**src/hdl/qpm_pkg.sv**
```systemverilog
// Package for the quad channel pin function multiplexer.
// Assumes an AXI4-Lite master on a single 25 MHz clock.
package qpm_pkg;
   // Channel modes, one-hot
   typedef enum logic [3:0] {
      QPM_MODE_SERIAL = 4'h1,  // Asynchronous serial port
      QPM_MODE_SYNCBB = 4'h2,  // Synchronous bit-bang
      QPM_MODE_ASYNBB = 4'h4,  // Asynchronous bit-bang
      QPM_MODE_ENGINE = 4'h8   // Sync serial engine
   } qpm_mode_e;
   // Register byte offsets
   localparam logic [7:0] QPM_OFF_MODE = 8'h00;    // Mode and config control
   localparam logic [7:0] QPM_OFF_OUT_AB = 8'h04;  // Output values chan a, b
   localparam logic [7:0] QPM_OFF_OUT_CD = 8'h08;  // Output values chan c, d
   localparam logic [7:0] QPM_OFF_DIR_AB = 8'h0C;  // Bit-bang directions a, b
   localparam logic [7:0] QPM_OFF_DIR_CD = 8'h10;  // Bit-bang directions c, d
   localparam logic [7:0] QPM_OFF_PIN_IN = 8'h14;  // Sampled pins, all channels
   localparam logic [7:0] QPM_OFF_STATUS = 8'h18;  // Status
   // Mode register fields
   localparam int QPM_MODE_W = 2;        // Mode code width per channel
   localparam int QPM_DRVEN_POS = 8;     // Line driver select, 4 bits
   localparam int QPM_WAKEEN_POS = 12;   // Remote wakeup enable
   localparam int QPM_VALID_POS = 16;    // Stored configuration present
   // Mode codes in the mode register
   localparam logic [1:0] QPM_CODE_SERIAL = 2'h0;
   localparam logic [1:0] QPM_CODE_SYNCBB = 2'h1;
   localparam logic [1:0] QPM_CODE_ASYNBB = 2'h2;
   localparam logic [1:0] QPM_CODE_ENGINE = 2'h3;
   // Reset values
   localparam logic [31:0] QPM_MODE_RST = 32'h0000_0000;
   localparam logic [31:0] QPM_ZERO_RST = 32'h0000_0000;
   // AXI responses
   localparam logic [1:0] QPM_RESP_OKAY = 2'h0;
   localparam logic [1:0] QPM_RESP_SLVERR = 2'h2;
   // Serial pin positions within a channel
   localparam int QPM_PIN_TXD = 0;
   localparam int QPM_PIN_RXD = 1;
   localparam int QPM_PIN_RTS = 2;
   localparam int QPM_PIN_CTS = 3;
   localparam int QPM_PIN_DTR = 4;
   localparam int QPM_PIN_DSR = 5;
   localparam int QPM_PIN_DCD = 6;
   localparam int QPM_PIN_RING = 7;
   // Pin direction masks per role (1 = driven)
   localparam logic [7:0] QPM_OE_SERIAL = 8'h15;     // txd, rts, dtr
   localparam logic [7:0] QPM_OE_SER_DRV = 8'h95;    // plus line driver enable
   localparam logic [7:0] QPM_OE_ENGINE = 8'h0B;     // clock, data out, select
   localparam logic [7:0] QPM_OE_BB_GPIO = 8'hF0;    // Upper lines, direction bits
endpackage

```
**src/hdl/qpm_channel.sv**
```systemverilog
// One channel of the pin function multiplexer: role decode to pin drive.
// Assumes pin inputs already synchronised; outputs are registered here.
`timescale 1ns/1ps
module qpm_channel
   import qpm_pkg::*;
#(
   parameter bit HAS_ENGINE = 1'b0  // Channel owns a sync serial engine
) (
   input wire logic clock,
   input wire logic rst_n,
   input wire logic [1:0] mode_code,   // Mode code from control
   input wire logic cfg_valid,         // Stored configuration present
   input wire logic drv_sel,           // Eighth pin as line driver enable
   input wire logic [7:0] out_val,     // Values to drive
   input wire logic [7:0] dir,         // Direction for bidirectional lines
   input wire logic [7:0] pin_in,      // Synchronised pin levels
   output logic [7:0] pin_out,         // Pin drive values
   output logic [7:0] pin_oe,          // Pin output enables
   output logic ring_n,                // Ring input level while the eighth pin is not driven
   output qpm_mode_e mode              // Effective mode
);
   qpm_mode_e next_mode;  // Decoded mode
   logic [7:0] next_oe;   // Decoded enables

   // Decode effective mode
   always_comb begin
      if (!cfg_valid) begin
         next_mode = QPM_MODE_SERIAL;
      end else begin
         unique case (mode_code)
            QPM_CODE_SYNCBB: next_mode = QPM_MODE_SYNCBB;
            QPM_CODE_ASYNBB: next_mode = QPM_MODE_ASYNBB;
            // Engine only on channels that have one
            QPM_CODE_ENGINE: next_mode = HAS_ENGINE ? QPM_MODE_ENGINE : QPM_MODE_SERIAL;
            default: next_mode = QPM_MODE_SERIAL;
         endcase
      end
   end

   // Pin role enables per mode
   always_comb begin
      unique case (next_mode)
         QPM_MODE_SERIAL: next_oe = (drv_sel && cfg_valid) ? QPM_OE_SER_DRV : QPM_OE_SERIAL;
         QPM_MODE_ENGINE: next_oe = QPM_OE_ENGINE | (dir & QPM_OE_BB_GPIO);
         default: next_oe = dir;
      endcase
   end

   // Registered pin drive
   always_ff @(posedge clock) begin
      if (!rst_n) begin
         pin_out <= 8'h00;
         pin_oe <= QPM_OE_SERIAL;
         mode <= QPM_MODE_SERIAL;
         ring_n <= 1'b1;
      end else begin
         pin_out <= out_val & next_oe;
         pin_oe <= next_oe;
         mode <= next_mode;
         // Ring only seen when the eighth pin is an input
         ring_n <= (next_oe[QPM_PIN_RING]) ? 1'b1 : pin_in[QPM_PIN_RING];
      end
   end
endmodule

```
**src/hdl/qpm_top.sv**
```systemverilog
// Quad channel pin function multiplexer with AXI4-Lite control.
// Assumes one 25 MHz clock; pins arrive asynchronous and are synchronised.
//
// The placing of the registers and the AXI4-Lite interface to the registers were left to the implementer.
`timescale 1ns/1ps
module qpm_top
   import qpm_pkg::*;
(
   input wire logic clock,
   input wire logic rst_n,
   // AXI4-Lite slave
   input wire logic [7:0] s_axi_awaddr,
   input wire logic s_axi_awvalid,
   output logic s_axi_awready,
   input wire logic [31:0] s_axi_wdata,
   input wire logic [3:0] s_axi_wstrb,
   input wire logic s_axi_wvalid,
   output logic s_axi_wready,
   output logic [1:0] s_axi_bresp,
   output logic s_axi_bvalid,
   input wire logic s_axi_bready,
   input wire logic [7:0] s_axi_araddr,
   input wire logic s_axi_arvalid,
   output logic s_axi_arready,
   output logic [31:0] s_axi_rdata,
   output logic [1:0] s_axi_rresp,
   output logic s_axi_rvalid,
   input wire logic s_axi_rready,
   // Channel pins, three signals each
   input wire logic [7:0] chan_a_pins_in,
   output logic [7:0] chan_a_pins_out,
   output logic [7:0] chan_a_pins_oe,
   input wire logic [7:0] chan_b_pins_in,
   output logic [7:0] chan_b_pins_out,
   output logic [7:0] chan_b_pins_oe,
   input wire logic [7:0] chan_c_pins_in,
   output logic [7:0] chan_c_pins_out,
   output logic [7:0] chan_c_pins_oe,
   input wire logic [7:0] chan_d_pins_in,
   output logic [7:0] chan_d_pins_out,
   output logic [7:0] chan_d_pins_oe,
   // Host side
   input wire logic usb_suspended,   // Host link is in suspend
   output logic resume_request       // Ask host to resume
);
   // Control registers
   logic [31:0] mode_reg;     // Modes, driver selects, wakeup, valid
   logic [31:0] out_ab;       // Output values a, b
   logic [31:0] out_cd;       // Output values c, d
   logic [31:0] dir_ab;       // Directions a, b
   logic [31:0] dir_cd;       // Directions c, d
   // Pin synchronisers
   logic [31:0] pin_meta;     // First stage
   logic [31:0] pin_sync;     // Second stage
   logic susp_meta;           // Suspend first stage
   logic susp_sync;           // Suspend second stage
   // Channel results
   logic [31:0] all_out;      // Pin drive values
   logic [31:0] all_oe;       // Pin enables
   logic [3:0] ring_n;        // Ring levels per channel
   qpm_mode_e mode_ch [4];    // Effective modes
   // Write path state
   logic aw_held;             // Address captured
   logic w_held;              // Data captured
   logic [7:0] aw_addr;       // Captured address
   logic [31:0] w_data;       // Captured data
   logic [3:0] w_strb;        // Captured strobes
   logic next_ring_any;       // Any ring asserted
   logic [31:0] next_rdata;   // Read mux
   logic next_rhit;           // Read address mapped

   // Byte-lane merge
   function automatic logic [31:0] qpm_merge(input logic [31:0] old,
                                             input logic [31:0] data,
                                             input logic [3:0] strb);
      logic [31:0] res;
      res = old;
      for (int i = 0; i < 4; i++) begin
         if (strb[i]) begin
            res[i*8 +: 8] = data[i*8 +: 8];
         end
      end
      return res;
   endfunction

   // Two-flop pin synchronisers
   // Pins and suspend are asynchronous; only the second stage is read
   always_ff @(posedge clock) begin
      if (!rst_n) begin
         pin_meta <= QPM_ZERO_RST;
         pin_sync <= QPM_ZERO_RST;
         susp_meta <= 1'b0;
         susp_sync <= 1'b0;
      end else begin
         pin_meta <= {chan_d_pins_in, chan_c_pins_in, chan_b_pins_in, chan_a_pins_in};
         pin_sync <= pin_meta;
         susp_meta <= usb_suspended;
         susp_sync <= susp_meta;
      end
   end

   // Four channels; only a and b carry an engine
   // Engine code on c or d falls back to serial inside the channel
   qpm_channel #(.HAS_ENGINE(1'b1)) u_chan_a (
      .clock(clock),
      .rst_n(rst_n),
      .mode_code(mode_reg[1:0]),
      .cfg_valid(mode_reg[QPM_VALID_POS]),
      .drv_sel(mode_reg[QPM_DRVEN_POS]),
      .out_val(out_ab[7:0]),
      .dir(dir_ab[7:0]),
      .pin_in(pin_sync[7:0]),
      .pin_out(all_out[7:0]),
      .pin_oe(all_oe[7:0]),
      .ring_n(ring_n[0]),
      .mode(mode_ch[0]));
   qpm_channel #(.HAS_ENGINE(1'b1)) u_chan_b (
      .clock(clock),
      .rst_n(rst_n),
      .mode_code(mode_reg[3:2]),
      .cfg_valid(mode_reg[QPM_VALID_POS]),
      .drv_sel(mode_reg[QPM_DRVEN_POS+1]),
      .out_val(out_ab[15:8]),
      .dir(dir_ab[15:8]),
      .pin_in(pin_sync[15:8]),
      .pin_out(all_out[15:8]),
      .pin_oe(all_oe[15:8]),
      .ring_n(ring_n[1]),
      .mode(mode_ch[1]));
   qpm_channel #(.HAS_ENGINE(1'b0)) u_chan_c (
      .clock(clock),
      .rst_n(rst_n),
      .mode_code(mode_reg[5:4]),
      .cfg_valid(mode_reg[QPM_VALID_POS]),
      .drv_sel(mode_reg[QPM_DRVEN_POS+2]),
      .out_val(out_cd[7:0]),
      .dir(dir_cd[7:0]),
      .pin_in(pin_sync[23:16]),
      .pin_out(all_out[23:16]),
      .pin_oe(all_oe[23:16]),
      .ring_n(ring_n[2]),
      .mode(mode_ch[2]));
   qpm_channel #(.HAS_ENGINE(1'b0)) u_chan_d (
      .clock(clock),
      .rst_n(rst_n),
      .mode_code(mode_reg[7:6]),
      .cfg_valid(mode_reg[QPM_VALID_POS]),
      .drv_sel(mode_reg[QPM_DRVEN_POS+3]),
      .out_val(out_cd[15:8]),
      .dir(dir_cd[15:8]),
      .pin_in(pin_sync[31:24]),
      .pin_out(all_out[31:24]),
      .pin_oe(all_oe[31:24]),
      .ring_n(ring_n[3]),
      .mode(mode_ch[3]));

   // Pin outputs come from the channel flops
   assign chan_a_pins_out = all_out[7:0];
   assign chan_a_pins_oe = all_oe[7:0];
   assign chan_b_pins_out = all_out[15:8];
   assign chan_b_pins_oe = all_oe[15:8];
   assign chan_c_pins_out = all_out[23:16];
   assign chan_c_pins_oe = all_oe[23:16];
   assign chan_d_pins_out = all_out[31:24];
   assign chan_d_pins_oe = all_oe[31:24];

   // Any ring held low
   // Ring counts in any mode that leaves the eighth pin an input
   assign next_ring_any = ~&ring_n;

   // Resume request while suspended, wakeup enabled, ring low
   // Ring passes the synchroniser and the channel flop before this one
   always_ff @(posedge clock) begin
      if (!rst_n) begin
         resume_request <= 1'b0;
      end else begin
         resume_request <= susp_sync && mode_reg[QPM_WAKEEN_POS] && next_ring_any;
      end
   end

   // Write address and data capture, either order
   // Each half waits here until the other arrives; the slot frees
   // at the same edge that commits the register write
   always_ff @(posedge clock) begin
      if (!rst_n) begin
         aw_held <= 1'b0;
         w_held <= 1'b0;
         aw_addr <= 8'h00;
         w_data <= QPM_ZERO_RST;
         w_strb <= 4'h0;
      end else if (aw_held && w_held) begin
         aw_held <= 1'b0;
         w_held <= 1'b0;
      end else begin
         if (s_axi_awvalid && s_axi_awready) begin
            aw_held <= 1'b1;
            aw_addr <= s_axi_awaddr;
         end
         if (s_axi_wvalid && s_axi_wready) begin
            w_held <= 1'b1;
            w_data <= s_axi_wdata;
            w_strb <= s_axi_wstrb;
         end
      end
   end

   // Ready while slot free and no response pending
   // Ready drops on its own handshake so a held item is never overwritten
   always_ff @(posedge clock) begin
      if (!rst_n) begin
         s_axi_awready <= 1'b0;
         s_axi_wready <= 1'b0;
      end else begin
         s_axi_awready <= !aw_held && !s_axi_bvalid && !(s_axi_awvalid && s_axi_awready);
         s_axi_wready <= !w_held && !s_axi_bvalid && !(s_axi_wvalid && s_axi_wready);
      end
   end

   // Register writes and write response
   // Writable bits are masked so reserved fields read back zero
   // Unmapped offsets leave every register untouched and answer an error
   always_ff @(posedge clock) begin
      if (!rst_n) begin
         mode_reg <= QPM_MODE_RST;
         out_ab <= QPM_ZERO_RST;
         out_cd <= QPM_ZERO_RST;
         dir_ab <= QPM_ZERO_RST;
         dir_cd <= QPM_ZERO_RST;
         s_axi_bvalid <= 1'b0;
         s_axi_bresp <= QPM_RESP_OKAY;
      end else if (aw_held && w_held) begin
         s_axi_bvalid <= 1'b1;
         s_axi_bresp <= QPM_RESP_OKAY;
         unique case (aw_addr & 8'hFC)
            QPM_OFF_MODE: mode_reg <= qpm_merge(mode_reg, w_data, w_strb) & 32'h0001_1FFF;
            QPM_OFF_OUT_AB: out_ab <= qpm_merge(out_ab, w_data, w_strb) & 32'h0000_FFFF;
            QPM_OFF_OUT_CD: out_cd <= qpm_merge(out_cd, w_data, w_strb) & 32'h0000_FFFF;
            QPM_OFF_DIR_AB: dir_ab <= qpm_merge(dir_ab, w_data, w_strb) & 32'h0000_FFFF;
            QPM_OFF_DIR_CD: dir_cd <= qpm_merge(dir_cd, w_data, w_strb) & 32'h0000_FFFF;
            default: s_axi_bresp <= QPM_RESP_SLVERR;
         endcase
      end else if (s_axi_bvalid && s_axi_bready) begin
         s_axi_bvalid <= 1'b0;
      end
   end

   // Read decode
   // Low address bits ignored; every register is one aligned word
   always_comb begin
      next_rhit = 1'b1;
      unique case (s_axi_araddr & 8'hFC)
         QPM_OFF_MODE: next_rdata = mode_reg;
         QPM_OFF_OUT_AB: next_rdata = out_ab;
         QPM_OFF_OUT_CD: next_rdata = out_cd;
         QPM_OFF_DIR_AB: next_rdata = dir_ab;
         QPM_OFF_DIR_CD: next_rdata = dir_cd;
         QPM_OFF_PIN_IN: next_rdata = pin_sync;
         QPM_OFF_STATUS: next_rdata = {11'h000, resume_request, ~ring_n,
                                       mode_ch[3], mode_ch[2], mode_ch[1], mode_ch[0]};
         default: begin
            next_rdata = QPM_ZERO_RST;
            next_rhit = 1'b0;
         end
      endcase
   end

   // Read channel
   // One read at a time: arready stays low until the data is taken
   always_ff @(posedge clock) begin
      if (!rst_n) begin
         s_axi_arready <= 1'b0;
         s_axi_rvalid <= 1'b0;
         s_axi_rdata <= QPM_ZERO_RST;
         s_axi_rresp <= QPM_RESP_OKAY;
      end else if (s_axi_arvalid && s_axi_arready) begin
         s_axi_arready <= 1'b0;
         s_axi_rvalid <= 1'b1;
         s_axi_rdata <= next_rdata;
         s_axi_rresp <= next_rhit ? QPM_RESP_OKAY : QPM_RESP_SLVERR;
      end else if (s_axi_rvalid) begin
         if (s_axi_rready) begin
            s_axi_rvalid <= 1'b0;
         end
      end else begin
         s_axi_arready <= 1'b1;
      end
   end
endmodule

```
**config.mk**
```make
export PLATFORM = sky130hd
export DESIGN_NAME = qpm_top
export DESIGN_NICKNAME = d
export VERILOG_FILES = /design/src/hdl/qpm_pkg.sv /design/src/hdl/qpm_channel.sv /design/src/hdl/qpm_top.sv
export SDC_FILE = /design/constraint.sdc
export NUM_CORES = 1
export LEC_CHECK = 0
export ABC_AREA = 1
export BUFFER_PORTS_ARGS = -buffer_cell sky130_fd_sc_hd__buf_2
export CORE_UTILIZATION = 50
export CTS_CLUSTER_SIZE = 24
export DETAILED_ROUTE_END_ITERATION = 6
export GPL_ROUTABILITY_DRIVEN = 0
export PLACE_DENSITY = 0.74
export SLEW_MARGIN = 5
export SYNTH_ARGS = -nofsm -noshare
export SYNTH_HDL_FRONTEND = slang
export SYNTH_HIERARCHICAL = 1
export SYNTH_SLANG_ARGS = --single-unit
```
**constraint.sdc**
```tcl
create_clock -name clock -period 1.2 [get_ports clock]
set_input_delay 0.12 -clock clock [delete_from_list [all_inputs] [get_ports clock]]
set_output_delay 0.12 -clock clock [all_outputs]
set_load 0.01 [all_outputs]
```
# Yosys cells after proc, flatten, opt, wreduce, memory -nomap -nowiden
# Index checks and enable logic that the tools add are counted.
dict set report totals {
  ff_bits 300
  inputBits 92
  wordCells 151
  output_inout_bits 106
}
dict set report classes {
  mux 25
  n_bitwise 7
  n_reduce_logical 46
  n_eq_ne 28
}
# op count
set ops {}
lappend ops {{32-bit one-hot mux with 7 select lines} 1}
lappend ops {{8-bit one-hot mux with 2 select lines} 4}
lappend ops {{3-bit AND reduction} 11}
lappend ops {{8-bit AND} 4}
lappend ops {{8-bit two-way mux} 4}
lappend ops {{6-bit by 2-bit equality test with 1-bit output (second input constant)} 4}
lappend ops {{6-bit by 3-bit equality test with 1-bit output (second input constant)} 4}
lappend ops {{4-bit one-hot mux with 3 select lines} 2}
lappend ops {{4-bit by 1-bit equality test with 1-bit output (second input constant)} 4}
lappend ops {{4-bit equality test (second input constant)} 4}
lappend ops {{8-bit zero test} 2}
lappend ops {{1-bit logical AND} 15}
lappend ops {{2-bit equality test (second input constant)} 6}
lappend ops {{6-bit by 1-bit equality test with 1-bit output (second input constant)} 2}
lappend ops {{3-bit one-hot mux with 2 select lines} 2}
lappend ops {{2-bit OR reduction} 6}
lappend ops {{2-bit by 1-bit equality test with 1-bit output (second input constant)} 4}
lappend ops {{4-bit two-way mux} 2}
lappend ops {{7-bit OR reduction} 1}
lappend ops {{1-bit zero test} 6}
lappend ops {{1-bit two-way mux} 6}
lappend ops {{3-bit two-way mux} 2}
lappend ops {{5-bit OR reduction} 1}
lappend ops {{2-bit two-way mux} 2}
lappend ops {{5 further kinds} 7}

# Logic depth before layout (Yosys ltp)
dict set report logic_depth {
  ltp_word 6
  mapped_depth 10
}

# Modules after synthesis
# The synthesis kept the hierarchy.
# mod area_each_um2 n_inst seq_area_each_um2 cells_per_inst
set by_module_without_submodules {}
lappend by_module_without_submodules {qpm_top 8296.7 1 4244.1 1099}
lappend by_module_without_submodules {{qpm_channel at u_chan_c ...} 690.7 2 400.4 72}
lappend by_module_without_submodules {{qpm_channel at u_chan_a ...} 666.9 2 420.4 71}

# Worst setup path before layout
# No wires, ideal clock.
dict set report synth_timing {
  path_type {register -> register}
  from {register aw_addr[6]}
  to {register out_cd[12]}
  path_stages_with_launch 7
  slack_ns -0.114
  arrival_ns 1.198
  setup_ns 0.116
  cell_sequence {dfxtp_1 nor2_2 nand3_2 nor2_4 nand2_1 o21ai_0 nor2_1}
}
dict set report synth_between {
  elab_chain_cells 2
}
# item line_no
set synth_rtl {}
lappend synth_rtl {{from (decl)} qpm_top.sv:65} ;# logic [7:0] aw_addr;
lappend synth_rtl {{from (signal assigned)} qpm_top.sv:197} ;# aw_addr <= s_axi_awaddr;
lappend synth_rtl {{6-bit by 2-bit equality test with 1-bit output} qpm_top.sv:234} ;# unique case (aw_addr & 8'hFC)
lappend synth_rtl {{3-bit AND reduction (no source line)} n/a}
lappend synth_rtl {{to (signal assigned)} qpm_top.sv:237} ;# QPM_OFF_OUT_CD: out_cd <= qpm_merge(out_cd, w_data, w_strb) & 32'h0000_FFFF;
lappend synth_rtl {{to (decl)} qpm_top.sv:49} ;# logic [31:0] out_cd;
# Every way passes these cells.
# A chain may end at the register's enable or synchronous reset.

# Worst setup path in the final report
dict set report layout_timing {
  from {register aw_addr[7]}
  to {register out_ab[9]}
}
dict set report layout_between {
  elab_chain_cells 2
}
# item line_no
set layout_rtl {}
lappend layout_rtl {{6-bit by 1-bit equality test with 1-bit output} qpm_top.sv:234}
lappend layout_rtl {{3-bit AND reduction (no source line)} n/a}
lappend layout_rtl {{to (signal assigned)} qpm_top.sv:236} ;# QPM_OFF_OUT_AB: out_ab <= qpm_merge(out_ab, w_data, w_strb) & 32'h0000_FFFF;
lappend layout_rtl {{to (decl)} qpm_top.sv:48} ;# logic [31:0] out_ab;
# Every way passes these cells.

==> flow_metrics.tcl <==
set metrics [dict create \
    reg.largest.list "pin_meta: 32 flops, pin_sync: 32 flops, s_axi_rdata: 32 flops" \
    drive_gt1_share_pct 34.1 \
    area_growth_pct 44.6 \
    cpMostUsedCell "nor2_4" \
    dpl.hpwl_um 21500 \
    via_per_inst 5.52 \
    yosysTopAreaCellShare_pct 53.4 \
    rows 53 \
    startpoint_type "flop" \
    synthCells 1385 \
    synth_area_leaders "dfxtp_1 53%, nand2_1 10%, inv_1 5.3%, a21oi_1 5.0%, nand3_1 4.6%" \
    finalCritPeriodShare_pct 124 \
    fin_ws_ns -0.284 \
    drt_first_pass_iters 7 \
    cts_made_buffers 29 \
    slowest_stage "dfxtp_2" \
    ys.flop_type "dfxtp_1" \
    wl_per_cell_um 18.0 \
    syn_area_per_cell_um2 7.95 \
    synth.most_common_cell "nand2_1" \
    dieHeight_um 150 \
    status "finished, violations left" \
    ff2ff_path_depth 6 \
    yosysSeqAreaShare_pct 53.4 \
    grt_first_pass_wirelength_um 51500 \
    diodes 0 \
    tritoncts "built" \
    hp-class "input pin to flop" \
    drv_slew 0 \
    hold_viol_final 0 \
    violations "negative setup slack" \
    tns_ns -17.00 \
    grt_antenna_before_repair 0 \
    cp.arrival_ns 1.95 \
    n_fill_cell 1323 \
    grt_use_total_pct 29.2 \
    io_buffer_count 175 \
    skew_ns 0.0143 \
    htree_levels 1 \
    hold_depth 6 \
    finalSetupViolations 132 \
    num_vias 11100 \
    drtIter0Drc 1192 \
    fin_nets 1813 \
    fin_hold_ws_ns 0.203 \
    power_leakage_nw 7.61 \
    die-area_um2 22600 \
    die_x_um 150 \
    tightest_slew_ns 0.632 \
    antenna_left 0 \
    yosysUniqueCellTypes 32 \
    synth_top_area_cell "dfxtp_1" \
    ys_seq_elements 294 \
    drc 0 \
    syn_area_um2 11000 \
    netlist_top_cells_count "303 x nand2_1, 294 x dfxtp_1, 156 x inv_1, 123 x nor2_1, 111 x a21oi_1" \
    cpPeakStageDelay_ns 0.34 \
    wl_um 36200 \
    clock-sinks 294 \
    clockBufferDepth 3 \
    relSlewSlack_pct 57.8 \
    max_cap_viol_count 0 \
    required_ns 1.66 \
    pin_count 198 \
    grt_pass1_vias 10200 \
    coreArea_um2 21300 \
    clkTransAtPathRegs_ns 0.06 \
    root_buffer "clkbuf_16" \
    synth_edf_count 0 \
    critPathMaxFanout 15 \
    clk_latency_ns 0.55 \
    crit_type "flop to flop" \
    max_freq_mhz 674 \
    start_util_pct 51.7 \
    setup.worst_path.end_class "flop" \
    overflow 0 \
    ir_drop_uv 988 \
    crit_chain "nor2_4 > nand3_2 > nor2_4 > buf_12 > o21ai_0 > a21oi_1" \
    yosys_warnings 6 \
    p_per_area_nw_per_um2 1360 \
    grt_max_degree 46 \
    rsz0062_at_grt "true" \
    async_flop_share_pct 0 \
    period_needed_ns 1.48 \
]
-- report_power, final --
part           switching [mW]  internal [mW]
clock network            3.82           6.11
logic                   0.929          0.657
registers               0.148           9.96
total                    4.89           16.7
-- stage by stage --
stage / area, µm² / worst slack (ns) / power (mW) / utilization, % / std cells
2_1_floorplan: 11100 / -0.0397 / 10.9 / - / 1386
3_3_place_gp: 12900 / -0.127 / 11.4 / 60.6 / 1863
3_5_place_dp: 12900 / -0.182 / 11.4 / 60.6 / 1863
4_1_cts: 15200 / -0.164 / 21.4 / 71.4 / 2000
5_1_grt: 15900 / -0.308 / 22.2 / 74.8 / 2015
6_report: 15900 / -0.284 / 21.6 / 74.8 / 2015
-- path summary, 6_finish.rpt --
check / start / end / slack (ns)
min reg2reg: pin_meta[13]$_SDFF_PN0_ / pin_sync[13]$_SDFF_PN0_ / 0.41
max reg2reg: aw_addr[7]$_SDFFE_PN0P_ / out_ab[9]$_SDFFE_PN0P_ / -0.28
min: s_axi_araddr[2] / s_axi_rdata[16]$_SDFFE_PN0P_ / 0.20
max: aw_addr[7]$_SDFFE_PN0P_ / out_ab[9]$_SDFFE_PN0P_ / -0.28
-- layout make-up --
type / count / area [µm²] / share of cell area (%)
Tap cell: 275 / 344 / 2.16
Multi-Input combinational cell: 858 / 5000 / 31.4
Sequential cell: 294 / 5930 / 37.3
Timing Repair Buffer: 375 / 2950 / 18.6
Clock buffer: 40 / 867 / 5.45
Inverter: 159 / 618 / 3.88
Clock inverter: 14 / 205 / 1.29
-- worst max-delay path: cells and delay by family (launching register included) --
family	cells	cell delay, ns
simple gates	3	0.59
flops	1	0.34
compound gates	2	0.31
buf+inv	1	0.15
-- cells by family after synthesis --
kind of cell    after synthesis  share of synthesized area, %
compound gates              209                          9.58
buf+inv                     235                          9.20
simple gates                640                          27.2
flops                       294                          53.4
other cells                   3                         0.102
fa+ha+maj                     4                         0.455
-- what timing repair did --
item,4_1_cts,5_1_grt
setup endpoints to repair,148,199
cloned,6,5
buffers inserted,12,12
hold buffers,65,0
hold endpoints to repair,78,0
pin swaps,23,46
resized for setup,109,170
-- routing by layer --
| metal | part of all wire [%] | routed length [µm] | global-route usage, % | vias to the layer above |
|---|---|---|---|---|
| li1 | - | - | - | 5110 |
| met1 | 37 | 13400 | 35.7 | 5173 |
| met2 | 49 | 17600 | 49.3 | 652 |
| met3 | 8.4 | 3050 | 4.12 | 182 |
| met4 | 5.9 | 2150 | 16.1 | 0 |
| met5 | 0 | 0 | 0 | - |
-- placed cells by master (no fill, tap or decap), drive strengths merged, types with 2 or more instances in the layout --
master | synthesis | layout
nand4 | 53 | 53
nand3b | 2 | 2
clkinvlp | 0 | 2
a21oi | 111 | 111
nor2 | 138 | 139
buf | 49 | 308
nand3 | 106 | 106
nor4 | 3 | 3
inv | 159 | 159
conb | 3 | 4
clkbuf | 27 | 42
o21ai | 95 | 95
nor3 | 8 | 8
ha | 4 | 4
dlygate4sd3 | 0 | 64
nand2 | 317 | 317
nor3b | 12 | 12
bufinv | 0 | 5
clkinv | 0 | 7
dfxtp | 294 | 294
Note: power is estimated with default switching activity, not from simulation.
